File: config.mk
export PLATFORM = sky130hd
export DESIGN_NAME = dmareq_core
export DESIGN_NICKNAME = d
export VERILOG_FILES = /design/src/core/dmareq_pkg.sv /design/src/core/dmareq_core.sv
export VERILOG_INCLUDE_DIRS = /design/src /design/src/core
export SDC_FILE = /design/constraint.sdc
export NUM_CORES = 1
export LEC_CHECK = 0
export ABC_AREA = 1
export BUFFER_PORTS_ARGS = -buffer_cell sky130_fd_sc_hd__buf_2
export CORE_MARGIN = 8
export CORE_UTILIZATION = 45
export DETAILED_ROUTE_END_ITERATION = 10
export PLACE_DENSITY_LB_ADDON = 0.1
export SYNTH_ARGS = -nofsm -noshare
export SYNTH_HDL_FRONTEND = slang
export SYNTH_SLANG_ARGS = --single-unit
File: constraint.sdc
create_clock -name i_sys_clk -period 19.2 [get_ports i_sys_clk]
set_input_delay 4.8 -clock i_sys_clk [delete_from_list [all_inputs] [get_ports i_sys_clk]]
set_output_delay 4.8 -clock i_sys_clk [all_outputs]
set_load 0.01 [all_outputs]
File: src/core/dmareq_params.svh
// Register offsets, field positions and reset values of the DMA request front end
`ifndef DMAREQ_PARAMS_SVH
`define DMAREQ_PARAMS_SVH

`define DMAREQ_NUM_CH 8
`define DMAREQ_NUM_PIN 2
`define DMAREQ_BCR_W 24
`define DMAREQ_CCR_W 16

`define DMAREQ_CH_STRIDE 8'h10
`define DMAREQ_OFS_CCR 4'h0
`define DMAREQ_OFS_BCR 4'h4
`define DMAREQ_OFS_STAT 4'h8
`define DMAREQ_OFS_PORTFN 8'h80

`define DMAREQ_CCR_START 0
`define DMAREQ_CCR_EXT_SEL 1
`define DMAREQ_CCR_SIZE_LO 2
`define DMAREQ_CCR_SIZE_HI 3
`define DMAREQ_CCR_IO 4
`define DMAREQ_CCR_PIN_SRC 5
`define DMAREQ_CCR_LEVEL 12
`define DMAREQ_CCR_POL 13
`define DMAREQ_CCR_MASK 16'h303E

`define DMAREQ_STAT_ACTIVE 0
`define DMAREQ_STAT_DONE 1
`define DMAREQ_STAT_CFGERR 2
`define DMAREQ_STAT_STANDBY 3

`define DMAREQ_CCR_RST 16'h0000
`define DMAREQ_BCR_RST 24'h000000

`endif

File: src/core/dmareq_pkg.sv
// Types shared by the DMA request front end
package dmareq_pkg;

    typedef enum logic [1:0] {
        DMAREQ_IDLE = 2'b00,
        DMAREQ_STANDBY = 2'b01,
        DMAREQ_XFER = 2'b10
    } dmareq_chan_t;

    typedef struct packed {
        dmareq_chan_t [7:0] chan;
        logic [7:0][15:0] ccr;
        logic [7:0][23:0] bcr;
        logic [7:0] done;
        logic [7:0] cfgerr;
        logic [7:0] edge_pend;
        logic [7:0] prev_low;
        logic [7:0] ack_n;
        logic [3:0] sync1;
        logic [3:0] sync2;
        logic [1:0] port_f_fn;
        logic [1:0] port_j_fn;
        logic [31:0] rdata;
        logic slverr;
    } dmareq_state_t;

endpackage : dmareq_pkg

File: src/core/dmareq_core.sv
// DMA transfer request front end: eight channels, APB registers, request pins
//
// Behaviour
// A transfer starts only for a request after start, and only under bus grant.
// External select 0 plus start raises an internal request at once.
// Internal request holds until the channel completes; units follow back to back.
// Internal request channels accept memory-to-memory setup only.
// External select 1 plus start puts the channel in standby awaiting a request.
// Controller request is low level; pin request is falling edge or low level.
// Each acknowledged request moves one unit of 32, 16 or 8 bits.
// Acknowledge clears controller request; per I/O unit, or at count zero.
// A withdrawn controller request may still yield one transfer.
// Two pin requests route from port F or port J; port F wins.
// Requester re-creates an edge per request, or holds level for more.
// Pin memory-to-memory uses level mode; pin I/O transfers use edge mode.
// Level mode samples each clock; low in standby starts transfer.
// Polarity bit 13 at 0 selects active-low request.
// Edge detection needs level bit 12 at 0.
// Acknowledge output is active low like the request.
// Level requester holds low until acknowledge, else request may be lost.
// Level mode line not low means no request; channel returns to standby.
// Falling edge is low now after not-low at the previous clock edge.
// Edge seen after acknowledge gives the next unit with no gap.
// No edge after acknowledge means no request; channel returns to standby.
// Pin requests pass a two-stage synchroniser before evaluation.
//
// The register offsets and the APB register port are this design's own decisions.
`timescale 1ns/1ns
`include "dmareq_params.svh"

module dmareq_core #(
    parameter int NUM_CH = `DMAREQ_NUM_CH
) (
    // Clock and reset
    input wire logic i_sys_clk,
    input wire logic i_rst,
    // APB slave
    input wire logic i_psel,
    input wire logic i_penable,
    input wire logic i_pwrite,
    input wire logic [11:0] i_paddr,
    input wire logic [31:0] i_pwdata,
    output logic [31:0] o_prdata,
    output logic o_pready,
    output logic o_pslverr,
    // Request sources
    input wire logic [7:0] i_interrupt_controller_dma_request_n,
    input wire logic [1:0] i_port_f_ext_dma_request_n,
    input wire logic [1:0] i_port_j_ext_dma_request_n,
    // Transfer engine handshake
    output logic [7:0] o_bus_request,
    input wire logic [7:0] i_bus_grant,
    input wire logic [7:0] i_unit_done,
    // Acknowledge pins
    output logic [7:0] o_dma_acknowledge_n
);
    import dmareq_pkg::*;

    dmareq_state_t cur;
    dmareq_state_t next_cur;

    logic setup;
    logic wr_en;
    logic [7:0] ch_line_low;
    logic [7:0] ch_has_pin;
    logic [1:0] pin_low;

    assign setup = i_psel && !i_penable;
    assign wr_en = i_psel && i_penable && i_pwrite;

    // Port F takes the line whenever both ports hand the pin to the DMA
    always_comb begin
        for (int p = 0; p < `DMAREQ_NUM_PIN; p++) begin
            if (cur.port_f_fn[p]) begin
                pin_low[p] = !cur.sync2[p]; // see R10
            end else if (cur.port_j_fn[p]) begin
                pin_low[p] = !cur.sync2[p + 2];
            end else begin
                pin_low[p] = 1'b0;
            end
        end
    end

    // Pins can feed channels 2 and 3; the controller line feeds every channel not set to pin source
    always_comb begin
        for (int c = 0; c < 8; c++) begin
            ch_has_pin[c] = (c == 2) || (c == 3);
            if (ch_has_pin[c] && cur.ccr[c][`DMAREQ_CCR_PIN_SRC]) begin
                ch_line_low[c] = (c == 2) ? pin_low[0] : pin_low[1];
            end else begin
                ch_line_low[c] = !i_interrupt_controller_dma_request_n[c];
            end
            // Polarity bit set flips the sense to active high
            if (cur.ccr[c][`DMAREQ_CCR_POL]) begin
                ch_line_low[c] = !ch_line_low[c];
            end
        end
    end

    always_comb begin
        logic [7:0] ofs;
        logic [3:0] reg_sel;
        logic [2:0] ch;
        logic [23:0] unit;
        logic [23:0] left;
        logic is_pin;
        logic edge_mode;
        logic ok;
        logic req_now;
        ofs = i_paddr[11:4] == 8'h00 ? 8'h00 : i_paddr[11:4];
        reg_sel = i_paddr[3:0];
        ch = i_paddr[6:4];
        unit = 24'h000000;
        left = 24'h000000;
        is_pin = 1'b0;
        edge_mode = 1'b0;
        ok = 1'b0;
        req_now = 1'b0;
        next_cur = cur;

        next_cur.sync1 = {i_port_j_ext_dma_request_n, i_port_f_ext_dma_request_n};
        next_cur.sync2 = cur.sync1;

        // APB read data and error are caught in the setup cycle
        if (setup) begin
            next_cur.rdata = 32'h00000000;
            next_cur.slverr = 1'b0;
            if (i_paddr == {4'h0, `DMAREQ_OFS_PORTFN}) begin
                next_cur.rdata = {28'h0000000, cur.port_j_fn, cur.port_f_fn};
            end else if (i_paddr[11:7] == 5'h00 && reg_sel == `DMAREQ_OFS_CCR) begin
                next_cur.rdata = {16'h0000, cur.ccr[ch]};
                next_cur.rdata[`DMAREQ_CCR_START] = cur.chan[ch] != DMAREQ_IDLE;
            end else if (i_paddr[11:7] == 5'h00 && reg_sel == `DMAREQ_OFS_BCR) begin
                next_cur.rdata = {8'h00, cur.bcr[ch]};
            end else if (i_paddr[11:7] == 5'h00 && reg_sel == `DMAREQ_OFS_STAT) begin
                next_cur.rdata[`DMAREQ_STAT_ACTIVE] = cur.chan[ch] != DMAREQ_IDLE;
                next_cur.rdata[`DMAREQ_STAT_DONE] = cur.done[ch];
                next_cur.rdata[`DMAREQ_STAT_CFGERR] = cur.cfgerr[ch];
                next_cur.rdata[`DMAREQ_STAT_STANDBY] = cur.chan[ch] == DMAREQ_STANDBY;
            end else begin
                next_cur.slverr = 1'b1;
            end
        end

        for (int c = 0; c < 8; c++) begin
            next_cur.ack_n[c] = 1'b1;
            is_pin = ch_has_pin[c] && cur.ccr[c][`DMAREQ_CCR_PIN_SRC];
            edge_mode = is_pin && !cur.ccr[c][`DMAREQ_CCR_LEVEL];
            // Unit in bytes from the two-bit size field
            case (cur.ccr[c][`DMAREQ_CCR_SIZE_HI:`DMAREQ_CCR_SIZE_LO])
                2'b10: unit = 24'h000002;
                2'b11: unit = 24'h000001;
                default: unit = 24'h000004;
            endcase

            // Falling edge: low now, not low at the previous edge
            next_cur.prev_low[c] = ch_line_low[c];
            if (ch_line_low[c] && !cur.prev_low[c] && cur.chan[c] != DMAREQ_IDLE) begin
                next_cur.edge_pend[c] = 1'b1;
            end

            case (cur.chan[c])
                DMAREQ_STANDBY: begin
                    req_now = edge_mode ? cur.edge_pend[c] : ch_line_low[c];
                    if (req_now) begin
                        next_cur.chan[c] = DMAREQ_XFER; // see R5
                        if (edge_mode) begin
                            next_cur.edge_pend[c] = 1'b0;
                        end
                    end
                end
                DMAREQ_XFER: begin
                    // A unit counts only while the bus is ours
                    if (i_bus_grant[c] && i_unit_done[c]) begin
                        left = cur.bcr[c] > unit ? cur.bcr[c] - unit : 24'h000000;
                        next_cur.bcr[c] = left;
                        if (cur.ccr[c][`DMAREQ_CCR_IO] || left == 24'h000000) begin
                            next_cur.ack_n[c] = 1'b0; // see R8
                        end
                        if (left == 24'h000000) begin
                            next_cur.chan[c] = DMAREQ_IDLE;
                            next_cur.done[c] = 1'b1;
                        end else if (!cur.ccr[c][`DMAREQ_CCR_EXT_SEL]) begin
                            next_cur.chan[c] = DMAREQ_XFER;
                        end else if (edge_mode) begin
                            // Edge after acknowledge keeps going with no gap
                            if (cur.edge_pend[c] || (ch_line_low[c] && !cur.prev_low[c])) begin
                                next_cur.edge_pend[c] = 1'b0;
                            end else begin
                                next_cur.chan[c] = DMAREQ_STANDBY;
                            end
                        end else if (!cur.ccr[c][`DMAREQ_CCR_IO] || is_pin) begin
                            // Memory copy by level: line still low keeps going
                            if (!ch_line_low[c]) begin
                                next_cur.chan[c] = DMAREQ_STANDBY;
                            end
                        end else begin
                            // Controller I/O: one unit per request, acknowledge clears it
                            next_cur.chan[c] = DMAREQ_STANDBY; // see R8
                        end
                    end
                end
                DMAREQ_IDLE: begin
                end
                default: begin
                    next_cur.chan[c] = DMAREQ_IDLE;
                end
            endcase

            // Register writes take effect in the access cycle
            if (wr_en && i_paddr[11:7] == 5'h00 && ch == c[2:0]) begin
                if (reg_sel == `DMAREQ_OFS_BCR && cur.chan[c] == DMAREQ_IDLE) begin
                    next_cur.bcr[c] = i_pwdata[23:0];
                end
                if (reg_sel == `DMAREQ_OFS_STAT) begin
                    // Write one to clear; a completion in the same cycle still sets the flag
                    next_cur.done[c] = next_cur.done[c]
                        && !(cur.done[c] && i_pwdata[`DMAREQ_STAT_DONE]);
                    next_cur.cfgerr[c] = cur.cfgerr[c] && !i_pwdata[`DMAREQ_STAT_CFGERR];
                end
                if (reg_sel == `DMAREQ_OFS_CCR) begin
                    if (cur.chan[c] == DMAREQ_IDLE) begin
                        next_cur.ccr[c] = i_pwdata[15:0] & `DMAREQ_CCR_MASK;
                    end
                    if (!i_pwdata[`DMAREQ_CCR_START]) begin
                        // Clearing start abandons the channel
                        next_cur.chan[c] = DMAREQ_IDLE;
                    end else if (cur.chan[c] == DMAREQ_IDLE) begin
                        is_pin = ch_has_pin[c] && i_pwdata[`DMAREQ_CCR_PIN_SRC];
                        ok = !cur.done[c] && !cur.cfgerr[c] && cur.bcr[c] != 24'h000000;
                        if (!i_pwdata[`DMAREQ_CCR_EXT_SEL] && i_pwdata[`DMAREQ_CCR_IO]) begin
                            ok = 1'b0;
                        end
                        if (is_pin && i_pwdata[`DMAREQ_CCR_EXT_SEL]
                                && (i_pwdata[`DMAREQ_CCR_IO] == i_pwdata[`DMAREQ_CCR_LEVEL])) begin
                            ok = 1'b0;
                        end
                        if (!ok) begin
                            next_cur.cfgerr[c] = 1'b1;
                        end else if (!i_pwdata[`DMAREQ_CCR_EXT_SEL]) begin
                            next_cur.chan[c] = DMAREQ_XFER;
                        end else begin
                            next_cur.chan[c] = DMAREQ_STANDBY;
                            // Edges older than the start do not count
                            next_cur.edge_pend[c] = 1'b0;
                        end
                    end
                end
            end
        end

        if (wr_en && i_paddr == {4'h0, `DMAREQ_OFS_PORTFN}) begin
            next_cur.port_f_fn = i_pwdata[1:0];
            next_cur.port_j_fn = i_pwdata[3:2];
        end
    end

    always_ff @(posedge i_sys_clk or posedge i_rst) begin
        if (i_rst) begin
            for (int c = 0; c < 8; c++) begin
                cur.chan[c] <= DMAREQ_IDLE;
                cur.ccr[c] <= `DMAREQ_CCR_RST;
                cur.bcr[c] <= `DMAREQ_BCR_RST;
            end
            cur.done <= 8'h00;
            cur.cfgerr <= 8'h00;
            cur.edge_pend <= 8'h00;
            cur.prev_low <= 8'h00;
            cur.ack_n <= 8'hFF;
            cur.sync1 <= 4'hF;
            cur.sync2 <= 4'hF;
            cur.port_f_fn <= 2'h0;
            cur.port_j_fn <= 2'h0;
            cur.rdata <= 32'h00000000;
            cur.slverr <= 1'b0;
        end else begin
            cur <= next_cur;
        end
    end

    always_comb begin
        for (int c = 0; c < 8; c++) begin
            o_bus_request[c] = cur.chan[c] == DMAREQ_XFER;
        end
    end

    assign o_dma_acknowledge_n = cur.ack_n;
    assign o_prdata = cur.rdata;
    assign o_pslverr = cur.slverr && i_psel && i_penable;
    assign o_pready = 1'b1;

endmodule : dmareq_core

==> flow_summary.toml <==
[critical_path]
cp_common_cell = "buf_2"
slowest_delay_ps = 270
path_max_fanout = 26
slowest_stage = "buf_4"
crit_family = "buffers and inverters"
crit_buf_inv = 3
start_kind = "primary input"
cp.arrival_ps = 5740
end_kind = "primary output"
critPathKind = "in -> out"
cp_data_required_time_ps = 14400
cp_cell_sequence = "buf_2 -> buf_4 -> nand2_1 -> nor2_1 -> buf_2"

[yosys]
synth_edf_count = 0
synthCells = 3873
yosysUniqueCellTypes = 60
ys_seq_area_share_pct = 32.54
async_reset_ff_share_pct = 100.0
yosys_warnings = 0
syn_area_mm2 = 0.02536
syn_avg_cell_area_um2 = 6.548
synthFlopType = "dfrtp_1"
ys_ff_latch = 329

[clock_network]
insertion_delay_ps = 590
post-cts-setup-buffers = 0
cts.sinks = 329
clk_path_buf_depth = 3
cts_resized = 0
cts.clk_slew.worst_paths_ps = 50
cts_tree = "done"
cts_buffers = 43
cts_hold_buf = 0
cts-root-buf = "clkbuf_16"
htreeDepth = 2

[floorplanning]
fp.dieH_um = 253.4
io_pins = 127
start_util_pct = 45.24
die-area_mm2 = 0.06421
coreArea_mm2 = 0.05606
rows = 87
dieWidth_um = 253.4

[sta]
finalCritPeriodShare_pct = 54.87
period_needed_ps = 10540
max_freq_ghz = 0.09491
relSlewSlack_pct = 18.50
setup_violations = 0
slew_violations = 0
hold_viol_final = 0
fin_skew_ps = 16.35
setup-tns-final_ps = 0
rsz0062_at_grt = "false"
worst_slew_pin_slew_ps = 1221

[power_and_ir_drop]
vdd_drop_max_mv = 0.07690
p_seq_share_pct = 34.0
power.switching_w = 0.001464
p_comb_share_pct = 39.3
p_leak_nw = 12.91
clkPwrFrac_pct = 26.7
switching_share_pct = 44.23
power_density_mw_per_mm2 = 120.0
internal_power_w = 0.001845

[grt]
gr-usage-all-layers_pct = 29.96
antenna_found_initial = 2
grt_max_degree = 156
grt_pass1_vias = 24990
grt_pass1_wl_mm = 148.6
overflow = 0

[drt]
num_vias = 26470
dr.pass1.iters = 6
detail-route-antenna-nets = 0
wl_per_cell_um = 21.17
avgViaCountPerCell = 5.696
wirelength_mm = 98.38
first_iter_violations = 2585
drcViolationCount = 0

[placement]
gp_congestion = 0.9771
io_buffer_count = 109
place_inst = 4565
hpwl_mm = 73.18

[layout]
final_nets = 3972
fin_cells = 4647
mostFrequentLayoutCell = "nand2_1"
final_cell_mix = "nand2_1, inv_1, nor2_1, nand3_1, dfrtp_1"
layout-drive-gt1-share_pct = 9.694
fillCellCount = 5861
layout-area-overhead-vs-synth_pct = 8.757

[outcome]
outcome = "finished, final reports clean"

[min_path]
hold_path_class = "reg -> reg"

[job]
maxCapViolCount = 0
## metrics by stage
stage               util, %  worst slack [ps]  cell area (um^2)  power, W  hold WS (ps)
finish                49.20              8664             27580  0.003309         354.0
global route          49.19              8635             27580  0.003541         358.0
CTS                   49.19              8685             27580  0.003293         354.7
detailed placement    46.48              8688             26060  0.002400         346.8
global placement      46.48              8684             26060  0.002395         345.3
floorplan                 -              5315             25390  0.002020         345.2
## worst reg2reg max path: cells and delay by family (launching register included)
family / cells / cell delay, ps
and+or+nand+nor: 11 / 2060
DFF: 1 / 430
buffers and inverters: 3 / 240
adders and majority gates: 2 / 570
AOI/OAI and AO/OA: 1 / 430
## power by group through the flow
stage               sequential, W  combinational, W  clock (W)
floorplan                 0.00104          0.000984          0
global route              0.00115           0.00147   0.000914
finish                    0.00113           0.00130   0.000882
global placement          0.00112           0.00127          0
detailed placement        0.00112           0.00128          0
CTS                       0.00112           0.00128   0.000894
## area by class of cell
cell class / instances / area [um^2] / share of cell area [%]
inverters: 508 / 1914 / 6.941
clock buffers: 55 / 1191 / 4.319
clock inverters: 25 / 330.3 / 1.198
well taps: 756 / 945.9 / 3.429
multi-input cells: 2838 / 14200 / 51.47
diodes: 2 / 5.005 / 0.01815
flip-flops and latches: 329 / 8253 / 29.92
repair buffers: 134 / 745.7 / 2.704
## routing by layer
layer  vias up  global-route usage, %  share of wire, %
met4         2                  14.23               5.0
li1      12770                      -                 -
met1     12440                  39.26                41
met3       184                  4.813               8.0
met2      1068                  47.92                45
met5         -                  1.003             0.088
## state kept, by name, summed over array words and instances (netlist names)
register             cells
cur                    297
o_prdata                24
o_dma_acknowledge_n      8
## synthesized netlist by cell type, drive strengths merged (22+ instances only)
master | number | area (um^2)
nand2 | 1059 | 4018
inv | 500 | 1877
nor2 | 446 | 1938
o21ai | 378 | 1903
nand3 | 344 | 1802
dfrtp | 313 | 7833
o211ai | 148 | 1111
clkbuf | 103 | 386.6
buf | 102 | 681.9
o22ai | 90 | 563.0
a21oi | 68 | 362.9
nand4 | 67 | 419.2
ha | 33 | 412.9
nor3 | 28 | 156.4
a41oi | 27 | 236.5
xor2 | 22 | 192.7
## logic make-up after synthesis
family	share of synthesized area, %
AO/OA/AOI/OAI	18.94
flip-flops	32.54
adder cells (fa/ha/maj)	2.260
buffers and inverters	11.73
multiplexers	0.08880
AND/OR/NAND/NOR	33.54
XOR/XNOR	0.8634
other	0.02961
## worst paths after layout
path                                 startpoint                          endpoint  slack [ps]  depth (start not counted)
max                                   i_penable                         o_pslverr        8660                          5
max in group asynchronous                 i_rst              cur[354]$_DFFE_PP0P_       12650                          4
min                           cur[41]$_DFF_PP1_                 cur[37]$_DFF_PP1_         350                          0
min reg2reg                   cur[41]$_DFF_PP1_                 cur[37]$_DFF_PP1_         350                          0
max reg2reg                cur[392]$_DFFE_PP0P_  o_dma_acknowledge_n[7]$_DFF_PP1_       15400                         17
min in group asynchronous                 i_rst                cur[104]$_DFF_PP0_        4290                          2
Note: power is estimated with default switching activity, not from simulation.
